File: config.mk
export PLATFORM = sky130hd
export DESIGN_NAME = aspt_port_flat
export DESIGN_NICKNAME = d
export VERILOG_FILES = /design/src/rtl/aspt_pkg.sv /design/src/rtl/aspt_link_if.sv /design/src/rtl/aspt_port.sv /design/src/flat_wrapper.sv
export SDC_FILE = /design/constraint.sdc
export NUM_CORES = 1
export LEC_CHECK = 0
export CORE_UTILIZATION = 50
export CTS_CLUSTER_DIAMETER = 120
export CTS_CLUSTER_SIZE = 24
export DETAILED_ROUTE_END_ITERATION = 10
export DONT_BUFFER_PORTS = 1
export MAX_ROUTING_LAYER = met4
export PLACE_DENSITY = 0.68
export SYNTH_ARGS = -nofsm -noshare
export SYNTH_HDL_FRONTEND = slang
export SYNTH_SLANG_ARGS = --single-unit
File: constraint.sdc
create_clock -name clk -period 2.8 [get_ports clk]
set_clock_uncertainty 0.15 [all_clocks]
set_input_delay 0 -clock clk [delete_from_list [all_inputs] [get_ports clk]]
set_output_delay 0 -clock clk [all_outputs]
set_load 0.005 [all_outputs]
File: src/rtl/aspt_pkg.sv
// constants shared by both ends of the serial port
package aspt_pkg;
  // register indexes; byte address is four times the index
  localparam logic [7:0] IDX_CONTROL     = 8'h98;
  localparam logic [7:0] IDX_DATA        = 8'h99;
  localparam logic [7:0] IDX_RELOAD      = 8'h9A;
  localparam logic [7:0] IDX_TIMER_CTRL  = 8'h9B;
  localparam logic [7:0] IDX_TIMER_COUNT = 8'h9C;
  localparam logic [7:0] CONTROL_RESET   = 8'h40;
  localparam logic [7:0] RELOAD_RESET    = 8'h00;
  localparam logic [7:0] TIMER_CTRL_RESET = 8'h00;
  // control register bits
  localparam int BIT_MODE       = 7;
  localparam int BIT_ONE        = 6;
  localparam int BIT_ADDR_CHECK = 5;
  localparam int BIT_RX_EN      = 4;
  localparam int BIT_TB8        = 3;
  localparam int BIT_RB8        = 2;
  localparam int BIT_TI         = 1;
  localparam int BIT_RI         = 0;
  // timer control bits
  localparam int TC_RUN     = 0;
  localparam int TC_IRQ_EN  = 1;
  localparam int TC_SEL_LSB = 2;
  localparam int TC_SEL_MSB = 4;
  // baud timer clock sources
  localparam logic [2:0] CS_DIV4    = 3'h0;
  localparam logic [2:0] CS_DIV12   = 3'h1;
  localparam logic [2:0] CS_DIV48   = 3'h2;
  localparam logic [2:0] CS_EXT_OSC = 3'h3;
  localparam logic [2:0] CS_EXT_PIN = 3'h4;
  localparam logic [5:0] PRESC_TOP  = 6'h2F;
  localparam logic [1:0] DIV4_LAST  = 2'h3;
  localparam logic [3:0] DIV12_LAST = 4'hB;
  localparam logic [2:0] OSC8_LAST  = 3'h7;
  localparam logic [7:0] TIMER_TOP  = 8'hFF;
  // frame lengths in bit times, start and stop included
  localparam logic [3:0] FRAME_BITS_8 = 4'hA;
  localparam logic [3:0] FRAME_BITS_9 = 4'hB;
endpackage : aspt_pkg

File: src/rtl/aspt_link_if.sv
// serial link between the port and the remote device
`timescale 1ns/10ps
interface aspt_link_if;
  logic dev_to_far;
  logic far_to_dev;
  modport dev (output dev_to_far, input far_to_dev);
  modport far (input dev_to_far, output far_to_dev);
endinterface : aspt_link_if

File: src/rtl/aspt_port.sv
// serial port with timer baud generation and wishbone registers
`timescale 1ns/10ps
// Functional notes
// - data writes go transmit, reads return receive
// - completed byte held in receive latch
// - done flags cleared only by software write
// - bit clock is timer overflow halved
// - hidden receive timer shares reload value
// - start edge forces receive timer reload
// - software sets timer overflow at twice baud
// - timer clock from div 4/12/48, osc/8, pin
// - control bit 7 selects 8 or 9 bits
// - 8-bit frame: start, 8 data LSB first, stop
// - 8-bit mode stores stop bit as ninth
// - data write starts send; done at stop
// - receive only while control bit 4 set
// - 8-bit load needs flag clear; filter checks stop
// - overrun keeps first byte, drops later frames
// - 9-bit frame carries ninth bit from bit 3
// - 9-bit stores ninth bit, filter needs it set
// - interrupt request when either done flag set; code also needs timer control bit 1 (irq enable) set
// - receive flag set at stop sample time
// - control bit 6 reads one, ignores writes
// - control at index 98h, resets to 40h
// - master sends addresses ninth one, data zero
// - data write loads transmit shifter, read latch
module aspt_port (
  input  wire logic        clk,
  input  wire logic        rst_b,
  input  wire logic        wb_cyc,
  input  wire logic        wb_stb,
  input  wire logic        wb_we,
  input  wire logic [3:0]  wb_sel,
  input  wire logic [9:0]  wb_adr,
  input  wire logic [31:0] wb_dat_i,
  output logic      [31:0] wb_dat_o,
  output logic             wb_ack,
  input  wire logic        ext_osc,
  input  wire logic        baud_timer_ext_input,
  output logic             serial_irq,
  aspt_link_if.dev         link
);
  typedef enum logic [1:0] {RX_IDLE = 2'b01, RX_BITS = 2'b10} aspt_rx_t;
  typedef enum logic [1:0] {TX_IDLE = 2'b01, TX_SEND = 2'b10} aspt_tx_t;

  logic       frame_mode_select;
  logic       address_filter_check_enable;
  logic       receive_enable_bit;
  logic       ninth_transmit_bit;
  logic       ninth_receive_bit;
  logic       transmit_done_flag;
  logic       receive_done_flag;
  logic [7:0] baud_reload_value;
  logic [7:0] baud_timer_count;
  logic [7:0] rx_timer_count;
  logic [7:0] receive_latch;
  logic       timer_run;
  logic       irq_en;
  logic [2:0] clk_sel;
  logic [5:0] presc;
  logic [2:0] osc_cnt;
  logic       osc_prev;
  logic       pin_prev;
  logic       tx_half;
  logic       rx_half;
  logic       rx_prev;
  aspt_rx_t   rx_state;
  aspt_tx_t   tx_state;
  logic [3:0] rx_cnt;
  logic [7:0] rx_shift;
  logic       rx_ninth;
  logic [3:0] tx_cnt;
  logic [3:0] tx_frame;
  logic [10:0] tx_shift;
  logic       tx_line;

  wire       access = wb_cyc & wb_stb;
  wire [7:0] idx    = wb_adr[9:2];
  wire       wr     = access & wb_ack & wb_we & wb_sel[0];
  wire       wr_ctl = wr & (idx == aspt_pkg::IDX_CONTROL);
  wire       wr_dat = wr & (idx == aspt_pkg::IDX_DATA);
  wire [7:0] wdat   = wb_dat_i[7:0];

  function automatic logic [7:0] ctl_value(input logic m, input logic a,
      input logic r, input logic t8, input logic r8, input logic ti,
      input logic ri);
    ctl_value = {m, 1'b1, a, r, t8, r8, ti, ri};
  endfunction : ctl_value

  function automatic logic [3:0] frame_bits(input logic nine);
    frame_bits = nine ? aspt_pkg::FRAME_BITS_9 : aspt_pkg::FRAME_BITS_8;
  endfunction : frame_bits

  // ack one cycle after the request; write commits at the acked edge
  always_ff @(posedge clk or negedge rst_b) begin
    if (!rst_b) wb_ack <= 1'b0;
    else wb_ack <= access & ~wb_ack;
  end

  always_ff @(posedge clk or negedge rst_b) begin
    if (!rst_b) begin
      wb_dat_o <= 32'h0000_0000;
    end else if (access & ~wb_ack) begin
      case (idx)
        aspt_pkg::IDX_CONTROL: wb_dat_o <= {24'h00_0000, ctl_value(
            frame_mode_select, address_filter_check_enable,
            receive_enable_bit, ninth_transmit_bit, ninth_receive_bit,
            transmit_done_flag, receive_done_flag)};
        aspt_pkg::IDX_DATA: wb_dat_o <= {24'h00_0000, receive_latch};
        aspt_pkg::IDX_RELOAD: wb_dat_o <= {24'h00_0000, baud_reload_value};
        aspt_pkg::IDX_TIMER_CTRL:
          wb_dat_o <= {27'h000_0000, clk_sel, irq_en, timer_run};
        aspt_pkg::IDX_TIMER_COUNT:
          wb_dat_o <= {24'h00_0000, baud_timer_count};
        default: wb_dat_o <= 32'h0000_0000;
      endcase
    end
  end

  // software-owned control bits
  always_ff @(posedge clk or negedge rst_b) begin
    if (!rst_b) begin
      frame_mode_select           <= aspt_pkg::CONTROL_RESET[aspt_pkg::BIT_MODE];
      address_filter_check_enable <= aspt_pkg::CONTROL_RESET[aspt_pkg::BIT_ADDR_CHECK];
      receive_enable_bit          <= aspt_pkg::CONTROL_RESET[aspt_pkg::BIT_RX_EN];
      ninth_transmit_bit          <= aspt_pkg::CONTROL_RESET[aspt_pkg::BIT_TB8];
    end else if (wr_ctl) begin
      frame_mode_select           <= wdat[aspt_pkg::BIT_MODE];
      address_filter_check_enable <= wdat[aspt_pkg::BIT_ADDR_CHECK];
      receive_enable_bit          <= wdat[aspt_pkg::BIT_RX_EN];
      ninth_transmit_bit          <= wdat[aspt_pkg::BIT_TB8];
    end
  end

  always_ff @(posedge clk or negedge rst_b) begin
    if (!rst_b) begin
      baud_reload_value <= aspt_pkg::RELOAD_RESET;
      timer_run         <= aspt_pkg::TIMER_CTRL_RESET[aspt_pkg::TC_RUN];
      irq_en            <= aspt_pkg::TIMER_CTRL_RESET[aspt_pkg::TC_IRQ_EN];
      clk_sel <= aspt_pkg::TIMER_CTRL_RESET[aspt_pkg::TC_SEL_MSB:
                                            aspt_pkg::TC_SEL_LSB];
    end else if (wr) begin
      if (idx == aspt_pkg::IDX_RELOAD) baud_reload_value <= wdat;
      if (idx == aspt_pkg::IDX_TIMER_CTRL) begin
        timer_run <= wdat[aspt_pkg::TC_RUN];
        irq_en    <= wdat[aspt_pkg::TC_IRQ_EN];
        clk_sel   <= wdat[aspt_pkg::TC_SEL_MSB:aspt_pkg::TC_SEL_LSB];
      end
    end
  end

  // timer clock sources; one counter mod 48 serves all system dividers
  wire osc_rise = ext_osc & ~osc_prev;
  wire pin_rise = baud_timer_ext_input & ~pin_prev;
  logic src_tick;
  always_comb begin
    case (clk_sel)
      aspt_pkg::CS_DIV4:    src_tick = (presc[1:0] == aspt_pkg::DIV4_LAST);
      aspt_pkg::CS_DIV12:   src_tick = (presc % 6'd12 ==
                                        {2'b00, aspt_pkg::DIV12_LAST});
      aspt_pkg::CS_DIV48:   src_tick = (presc == aspt_pkg::PRESC_TOP);
      aspt_pkg::CS_EXT_OSC: src_tick = osc_rise &
                                       (osc_cnt == aspt_pkg::OSC8_LAST);
      aspt_pkg::CS_EXT_PIN: src_tick = pin_rise;
      default:              src_tick = 1'b0;
    endcase
  end
  wire tick = timer_run & src_tick;

  always_ff @(posedge clk or negedge rst_b) begin
    if (!rst_b) begin
      presc    <= 6'h00;
      osc_cnt  <= 3'h0;
      osc_prev <= 1'b0;
      pin_prev <= 1'b0;
    end else begin
      presc    <= (presc == aspt_pkg::PRESC_TOP) ? 6'h00 : presc + 6'h01;
      osc_prev <= ext_osc;
      pin_prev <= baud_timer_ext_input;
      if (osc_rise) osc_cnt <= osc_cnt + 3'h1;
    end
  end

  // transmit timer and hidden receive copy, both auto-reloading
  wire tx_ovf      = tick & (baud_timer_count == aspt_pkg::TIMER_TOP);
  wire tx_bit_tick = tx_ovf & tx_half;
  wire rx_live     = (rx_state == RX_IDLE) & receive_enable_bit;
  wire start_det   = rx_live & rx_prev & ~link.far_to_dev;
  wire rx_ovf      = tick & (rx_timer_count == aspt_pkg::TIMER_TOP) &
                     ~start_det;
  wire rx_sample   = rx_ovf & ~rx_half & (rx_state == RX_BITS);

  always_ff @(posedge clk or negedge rst_b) begin
    if (!rst_b) begin
      baud_timer_count <= 8'h00;
      tx_half          <= 1'b0;
    end else if (tick) begin
      baud_timer_count <= tx_ovf ? baud_reload_value
                                 : baud_timer_count + 8'h01;
      if (tx_ovf) tx_half <= ~tx_half;
    end
  end

  always_ff @(posedge clk or negedge rst_b) begin
    if (!rst_b) begin
      rx_timer_count <= 8'h00;
      rx_half        <= 1'b0;
    end else if (start_det) begin
      rx_timer_count <= baud_reload_value;
      rx_half        <= 1'b0;
    end else if (tick) begin
      rx_timer_count <= rx_ovf ? baud_reload_value
                               : rx_timer_count + 8'h01;
      if (rx_ovf) rx_half <= ~rx_half;
    end
  end

  // receiver; first overflow after the reload lands mid start bit
  wire [3:0] rx_last  = frame_bits(frame_mode_select) - 4'h1;
  wire       rx_bit   = link.far_to_dev;
  wire       rx_check = frame_mode_select ? rx_ninth : rx_bit;
  wire       rx_end   = rx_sample & (rx_cnt == rx_last);
  wire       rx_load  = rx_end & ~receive_done_flag &
                        (~address_filter_check_enable | rx_check);

  always_ff @(posedge clk or negedge rst_b) begin
    if (!rst_b) begin
      rx_state <= RX_IDLE;
      rx_prev  <= 1'b1;
      rx_cnt   <= 4'h0;
      rx_shift <= 8'h00;
      rx_ninth <= 1'b0;
    end else begin
      rx_prev <= link.far_to_dev;
      case (rx_state)
        RX_IDLE: if (start_det) begin
          rx_state <= RX_BITS;
          rx_cnt   <= 4'h0;
        end
        RX_BITS: if (!receive_enable_bit) begin
          rx_state <= RX_IDLE;
        end else if (rx_sample) begin
          rx_cnt <= rx_cnt + 4'h1;
          if (rx_cnt == 4'h0 && rx_bit) rx_state <= RX_IDLE;
          else if (rx_cnt <= 4'h8 && rx_cnt != 4'h0)
            rx_shift <= {rx_bit, rx_shift[7:1]};
          else if (rx_cnt == 4'h9 && frame_mode_select)
            rx_ninth <= rx_bit;
          if (rx_cnt == rx_last) rx_state <= RX_IDLE;
        end
        default: rx_state <= RX_IDLE;
      endcase
    end
  end

  always_ff @(posedge clk or negedge rst_b) begin
    if (!rst_b) begin
      receive_latch     <= 8'h00;
      ninth_receive_bit <= aspt_pkg::CONTROL_RESET[aspt_pkg::BIT_RB8];
    end else if (rx_load) begin
      receive_latch     <= rx_shift;
      ninth_receive_bit <= rx_check;
    end else if (wr_ctl) begin
      ninth_receive_bit <= wdat[aspt_pkg::BIT_RB8];
    end
  end

  // transmitter; a data write while busy is dropped
  wire tx_start = wr_dat & (tx_state == TX_IDLE);
  wire ti_set   = tx_bit_tick & (tx_state == TX_SEND) &
                  (tx_cnt == tx_frame - 4'h1);

  always_ff @(posedge clk or negedge rst_b) begin
    if (!rst_b) begin
      tx_state <= TX_IDLE;
      tx_shift <= 11'h7FF;
      tx_cnt   <= 4'h0;
      tx_frame <= aspt_pkg::FRAME_BITS_8;
      tx_line  <= 1'b1;
    end else begin
      case (tx_state)
        TX_IDLE: if (tx_start) begin
          tx_state <= TX_SEND;
          tx_frame <= frame_bits(frame_mode_select);
          tx_cnt   <= 4'h0;
          tx_shift <= frame_mode_select ?
                      {1'b1, ninth_transmit_bit, wdat, 1'b0} :
                      {2'b11, wdat, 1'b0};
        end
        TX_SEND: if (tx_bit_tick) begin
          // one extra bit time keeps the stop bit whole
          if (tx_cnt == tx_frame) begin
            tx_state <= TX_IDLE;
          end else begin
            tx_line  <= tx_shift[0];
            tx_shift <= {1'b1, tx_shift[10:1]};
            tx_cnt   <= tx_cnt + 4'h1;
          end
        end
        default: tx_state <= TX_IDLE;
      endcase
    end
  end
  assign link.dev_to_far = tx_line;

  // done flags: hardware set beats a same-cycle software clear
  always_ff @(posedge clk or negedge rst_b) begin
    if (!rst_b) begin
      transmit_done_flag <= aspt_pkg::CONTROL_RESET[aspt_pkg::BIT_TI];
      receive_done_flag  <= aspt_pkg::CONTROL_RESET[aspt_pkg::BIT_RI];
    end else begin
      if (ti_set) transmit_done_flag <= 1'b1;
      else if (wr_ctl) transmit_done_flag <= wdat[aspt_pkg::BIT_TI];
      if (rx_load) receive_done_flag <= 1'b1;
      else if (wr_ctl) receive_done_flag <= wdat[aspt_pkg::BIT_RI];
    end
  end

  always_ff @(posedge clk or negedge rst_b) begin
    if (!rst_b) serial_irq <= 1'b0;
    else serial_irq <= irq_en &
                       (transmit_done_flag | receive_done_flag);
  end
endmodule : aspt_port

File: src/flat_wrapper.sv
// flat-port wrapper written by rule: the top's interface ports become plain ports
module aspt_port_flat 
  (clk, rst_b, wb_cyc, wb_stb, wb_we, wb_sel, wb_adr, wb_dat_i, wb_dat_o, wb_ack, ext_osc, baud_timer_ext_input, serial_irq, link_dev_to_far, link_far_to_dev);
  aspt_link_if link_i ();
  input  wire logic clk;
  input  wire logic rst_b;
  input  wire logic wb_cyc;
  input  wire logic wb_stb;
  input  wire logic wb_we;
  input  wire logic [3:0] wb_sel;
  input  wire logic [9:0] wb_adr;
  input  wire logic [31:0] wb_dat_i;
  output logic      [31:0] wb_dat_o;
  output logic wb_ack;
  input  wire logic ext_osc;
  input  wire logic baud_timer_ext_input;
  output logic serial_irq;
  output wire logic [$bits(link_i.dev_to_far)-1:0] link_dev_to_far;
  input wire logic [$bits(link_i.far_to_dev)-1:0] link_far_to_dev;
  assign link_dev_to_far = link_i.dev_to_far;
  assign link_i.far_to_dev = link_far_to_dev;
  aspt_port u_core (.clk(clk), .rst_b(rst_b), .wb_cyc(wb_cyc), .wb_stb(wb_stb), .wb_we(wb_we), .wb_sel(wb_sel), .wb_adr(wb_adr), .wb_dat_i(wb_dat_i), .wb_dat_o(wb_dat_o), .wb_ack(wb_ack), .ext_osc(ext_osc), .baud_timer_ext_input(baud_timer_ext_input), .serial_irq(serial_irq), .link(link_i));
endmodule
==> flow_metrics.env <==
export IMPL_final_common_cell="dfrtp_1"
export IMPL_rows=37
export IMPL_rr_startpoint="u_core.presc[4]$_DFF_PN0_"
export IMPL_avgSynthCellArea_sq_um=10.4
export IMPL_cp_slowest_stage_delay_ns=0.52
export IMPL_cts_htree_levels=3
export IMPL_grt_total_usage_pct=23.9
export IMPL_ioPinCount=89
export IMPL_yosysUniqueCellTypes=68
export IMPL_powerDensity_nw_per_um2=443
export IMPL_cp_endpoint="u_core.rx_ninth$_DFFE_PN0P_"
export IMPL_die_w_um=106
export IMPL_drt_vias_per_instance=5.82
export IMPL_antenna_found_initial=2
export IMPL_crit_buf_inv=0
export IMPL_final_cell_mix="dfrtp_1 (87), mux2_2 (51), nand2_1 (41)"
export IMPL_yosysSeqAreaShare_pct=46.8
export IMPL_min_period_ns=2.73
export IMPL_die_height_um=106
export IMPL_dieArea_sq_um=11300
export IMPL_grt_pass1_vias=4043
export IMPL_routed_wl_um=12600
export IMPL_clkLatencyLatePin_ns=0.37
export IMPL_synth_warnings=0
export IMPL_critical_path_arrival_ns=2.82
export IMPL_worst_slew_pin_slew_ns=0.542
export IMPL_fin_nets=629
export IMPL_dr_pass1_iters=5
export IMPL_fin_setup_tns_ns=0
export IMPL_numCtsBuffers=9
export IMPL_dpl_hpwl_um=8580
export IMPL_cp_start_kind="flip-flop"
export IMPL_worstRegToRegCells=6
export IMPL_postSynth_asyncResetShare_pct=100
export IMPL_synth_edf_count=0
export IMPL_reg2reg_slack_ns=0.07
export IMPL_endpoint_kind="flip-flop"
export IMPL_placed_cell_area_sq_um=5650
export IMPL_drv_cap=0
export IMPL_synth_area_sq_um=5440
export IMPL_syn_inst=523
export IMPL_crit_cells=6
export IMPL_io_buffers=0
export IMPL_max_freq_ghz=0.367
export IMPL_grt_use_met2_pct=37.3
export IMPL_drt_initial_drc_count=310
export IMPL_slew_violations=0
export IMPL_start_util_pct=52.3
export IMPL_postRouteAntennaNets=0
export IMPL_cts_buffer_depth=2
export IMPL_gp_congestion=0.903
export IMPL_grt_ovfl_total=0
export IMPL_cp_startpoint="u_core.presc[4]$_DFF_PN0_"
export IMPL_drc_errors=0
export IMPL_hp_start="baud_timer_ext_input"
export IMPL_crit_chain="nor2b_1 > or3_1 > a211o_1 > a311o_1 > or4_4 > mux2_4"
export IMPL_hold_path_class="in2reg"
export IMPL_grt_busiest_layer="met2"
export IMPL_post_route_period_util_pct=97.4
export IMPL_root_buffer="clkbuf_8"
export IMPL_met3_usage_pct=7.11
export IMPL_coreArea_sq_um=10400
export IMPL_setup_viol=0
export IMPL_use_met1_pct=30.7
export IMPL_fin_area_sq_um=6170
export IMPL_min_path_cells=1
export IMPL_vias=4118
export IMPL_drive_above_1_share_pct=21.8
export IMPL_grt_max_degree=102
export IMPL_routedWlPerCell_um=17.7
export IMPL_ys_seq_elements=101
export IMPL_cp_slowest_cell="or4_4"
export IMPL_status="finished, final reports clean"
export IMPL_fin_total_pwr_w=0.00273
export IMPL_p_leak_nw=2.66
export IMPL_crit_type="reg2reg"
export IMPL_cts_tree="yes"
export IMPL_grt_pass1_wl_um=20400
export IMPL_cp_max_fo=6
export IMPL_clk_pin_slew_worst_paths_ns=0.10
export IMPL_hold_viol_final=0
export IMPL_cp_top_family="simple AND/OR/NAND/NOR gates"
export IMPL_required_ns=2.90
export IMPL_syn_to_final_growth_pct=13.3
export IMPL_crit_reg2reg_capture="u_core.rx_ninth$_DFFE_PN0P_"
export IMPL_peakVddDrop_mv=0.381
export IMPL_cts_sinks=101
export IMPL_ys_flop_type="dfrtp_1"
export IMPL_relSlewSlack_pct=63.8
export IMPL_rsz0062_at_grt="false"
-- layer usage --
layer	routed length, um	vias up
met3	818	22
met4	172	0
met1	5680	2003
li1	-	1943
met2	5880	150
met5	0	-
-- repair_timing --
item                                    4_1_cts  5_1_grt
endpoints found under the setup margin        0       10
buffers inserted                              0        3
endpoints found under the hold margin       150        0
gates resized for setup                       0        3
hold buffers                                 29        0
-- power breakdown --
part,internal (W),leakage [nW],total [W],switching (W)
sequential,0.00154,1.26,0.00161,0.0000718
clock,0.000336,0.0849,0.000856,0.000520
combinational,0.000125,1.31,0.000267,0.000142
total,0.00200,2.66,0.00273,0.000734
-- how the worst min path moves through the flow --
stage                                                           endpoint
after floorplan           u_core.address_filter_check_enable$_DFFE_PN0P_
after global placement                      u_core.rx_cnt[3]$_DFFE_PN0P_
after detailed placement                    u_core.rx_cnt[3]$_DFFE_PN0P_
after CTS                                      u_core.pin_prev$_DFF_PN0_
after global routing                           u_core.osc_prev$_DFF_PN0_
final                                          u_core.pin_prev$_DFF_PN0_
-- state kept, by name, indices dropped and copies added (netlist names), 2 cells and up --
signal and count:
u_core.tx_state 2, u_core.tx_cnt 4, u_core.osc_cnt 3, u_core.clk_sel 3
u_core.baud_reload_value 8, u_core.rx_cnt 4, u_core.rx_timer_count 8, u_core.baud_timer_count 8
u_core.tx_shift 10, u_core.rx_state 2, u_core.rx_shift 8, u_core.wb_dat_o 8
u_core.receive_latch 8, u_core.presc 6
-- cell type report --
type	count	area, sq um
fill	867	4250
multi-input combinational	380	2670
sequential	101	2540
timing repair buffer	54	533
tap	136	170
clock buffer	11	131
inverter	19	71.3
clock inverter	5	42.5
antenna	2	5.00
-- Yosys cell counts, drive strengths merged (8+ instances only) --
| master | instances | area, sq um |
|---|---|---|
| ha | 10 | 125 |
| o21ai | 32 | 160 |
| clkbuf | 16 | 60.1 |
| dfstp | 14 | 368 |
| mux2 | 53 | 601 |
| buf | 30 | 215 |
| a21oi | 25 | 129 |
| dfrtp | 87 | 2180 |
| nand3 | 21 | 105 |
| nor2b | 10 | 70.1 |
| mux2i | 15 | 150 |
| inv | 19 | 71.3 |
| nand2 | 41 | 154 |
| nor2 | 22 | 82.6 |
| a31oi | 8 | 50.1 |
| nor3 | 9 | 50.1 |
-- logic make-up after synthesis --
| logic type | count (synthesis) | synth area share [%] |
|---|---|---|
| muxes | 69 | 14.2 |
| buffers and inverters | 65 | 6.37 |
| adders and majority gates | 10 | 2.30 |
| and+or+nand+nor | 154 | 15.4 |
| DFF | 101 | 46.8 |
| other | 1 | 0.0689 |
| AOI/OAI and AO/OA | 116 | 13.8 |
| xor gates and xnor gates | 7 | 1.13 |
-- stage by stage --
| step | hold WS, ns | setup WS [ns] | utilization (%) | cells |
|---|---|---|---|---|
| after floorplan | -0.446 | 0.0449 | - | 546 |
| after global placement | -0.441 | 0.139 | 54.2 | 658 |
| after detailed placement | -0.441 | 0.105 | 54.2 | 658 |
| after CTS | 0.0194 | 0.0340 | 58.8 | 703 |
| after global routing | 0.0229 | 0.00708 | 59.2 | 708 |
| final | 0.0396 | 0.0717 | 59.2 | 708 |
Power figures use the tool's default switching activity.
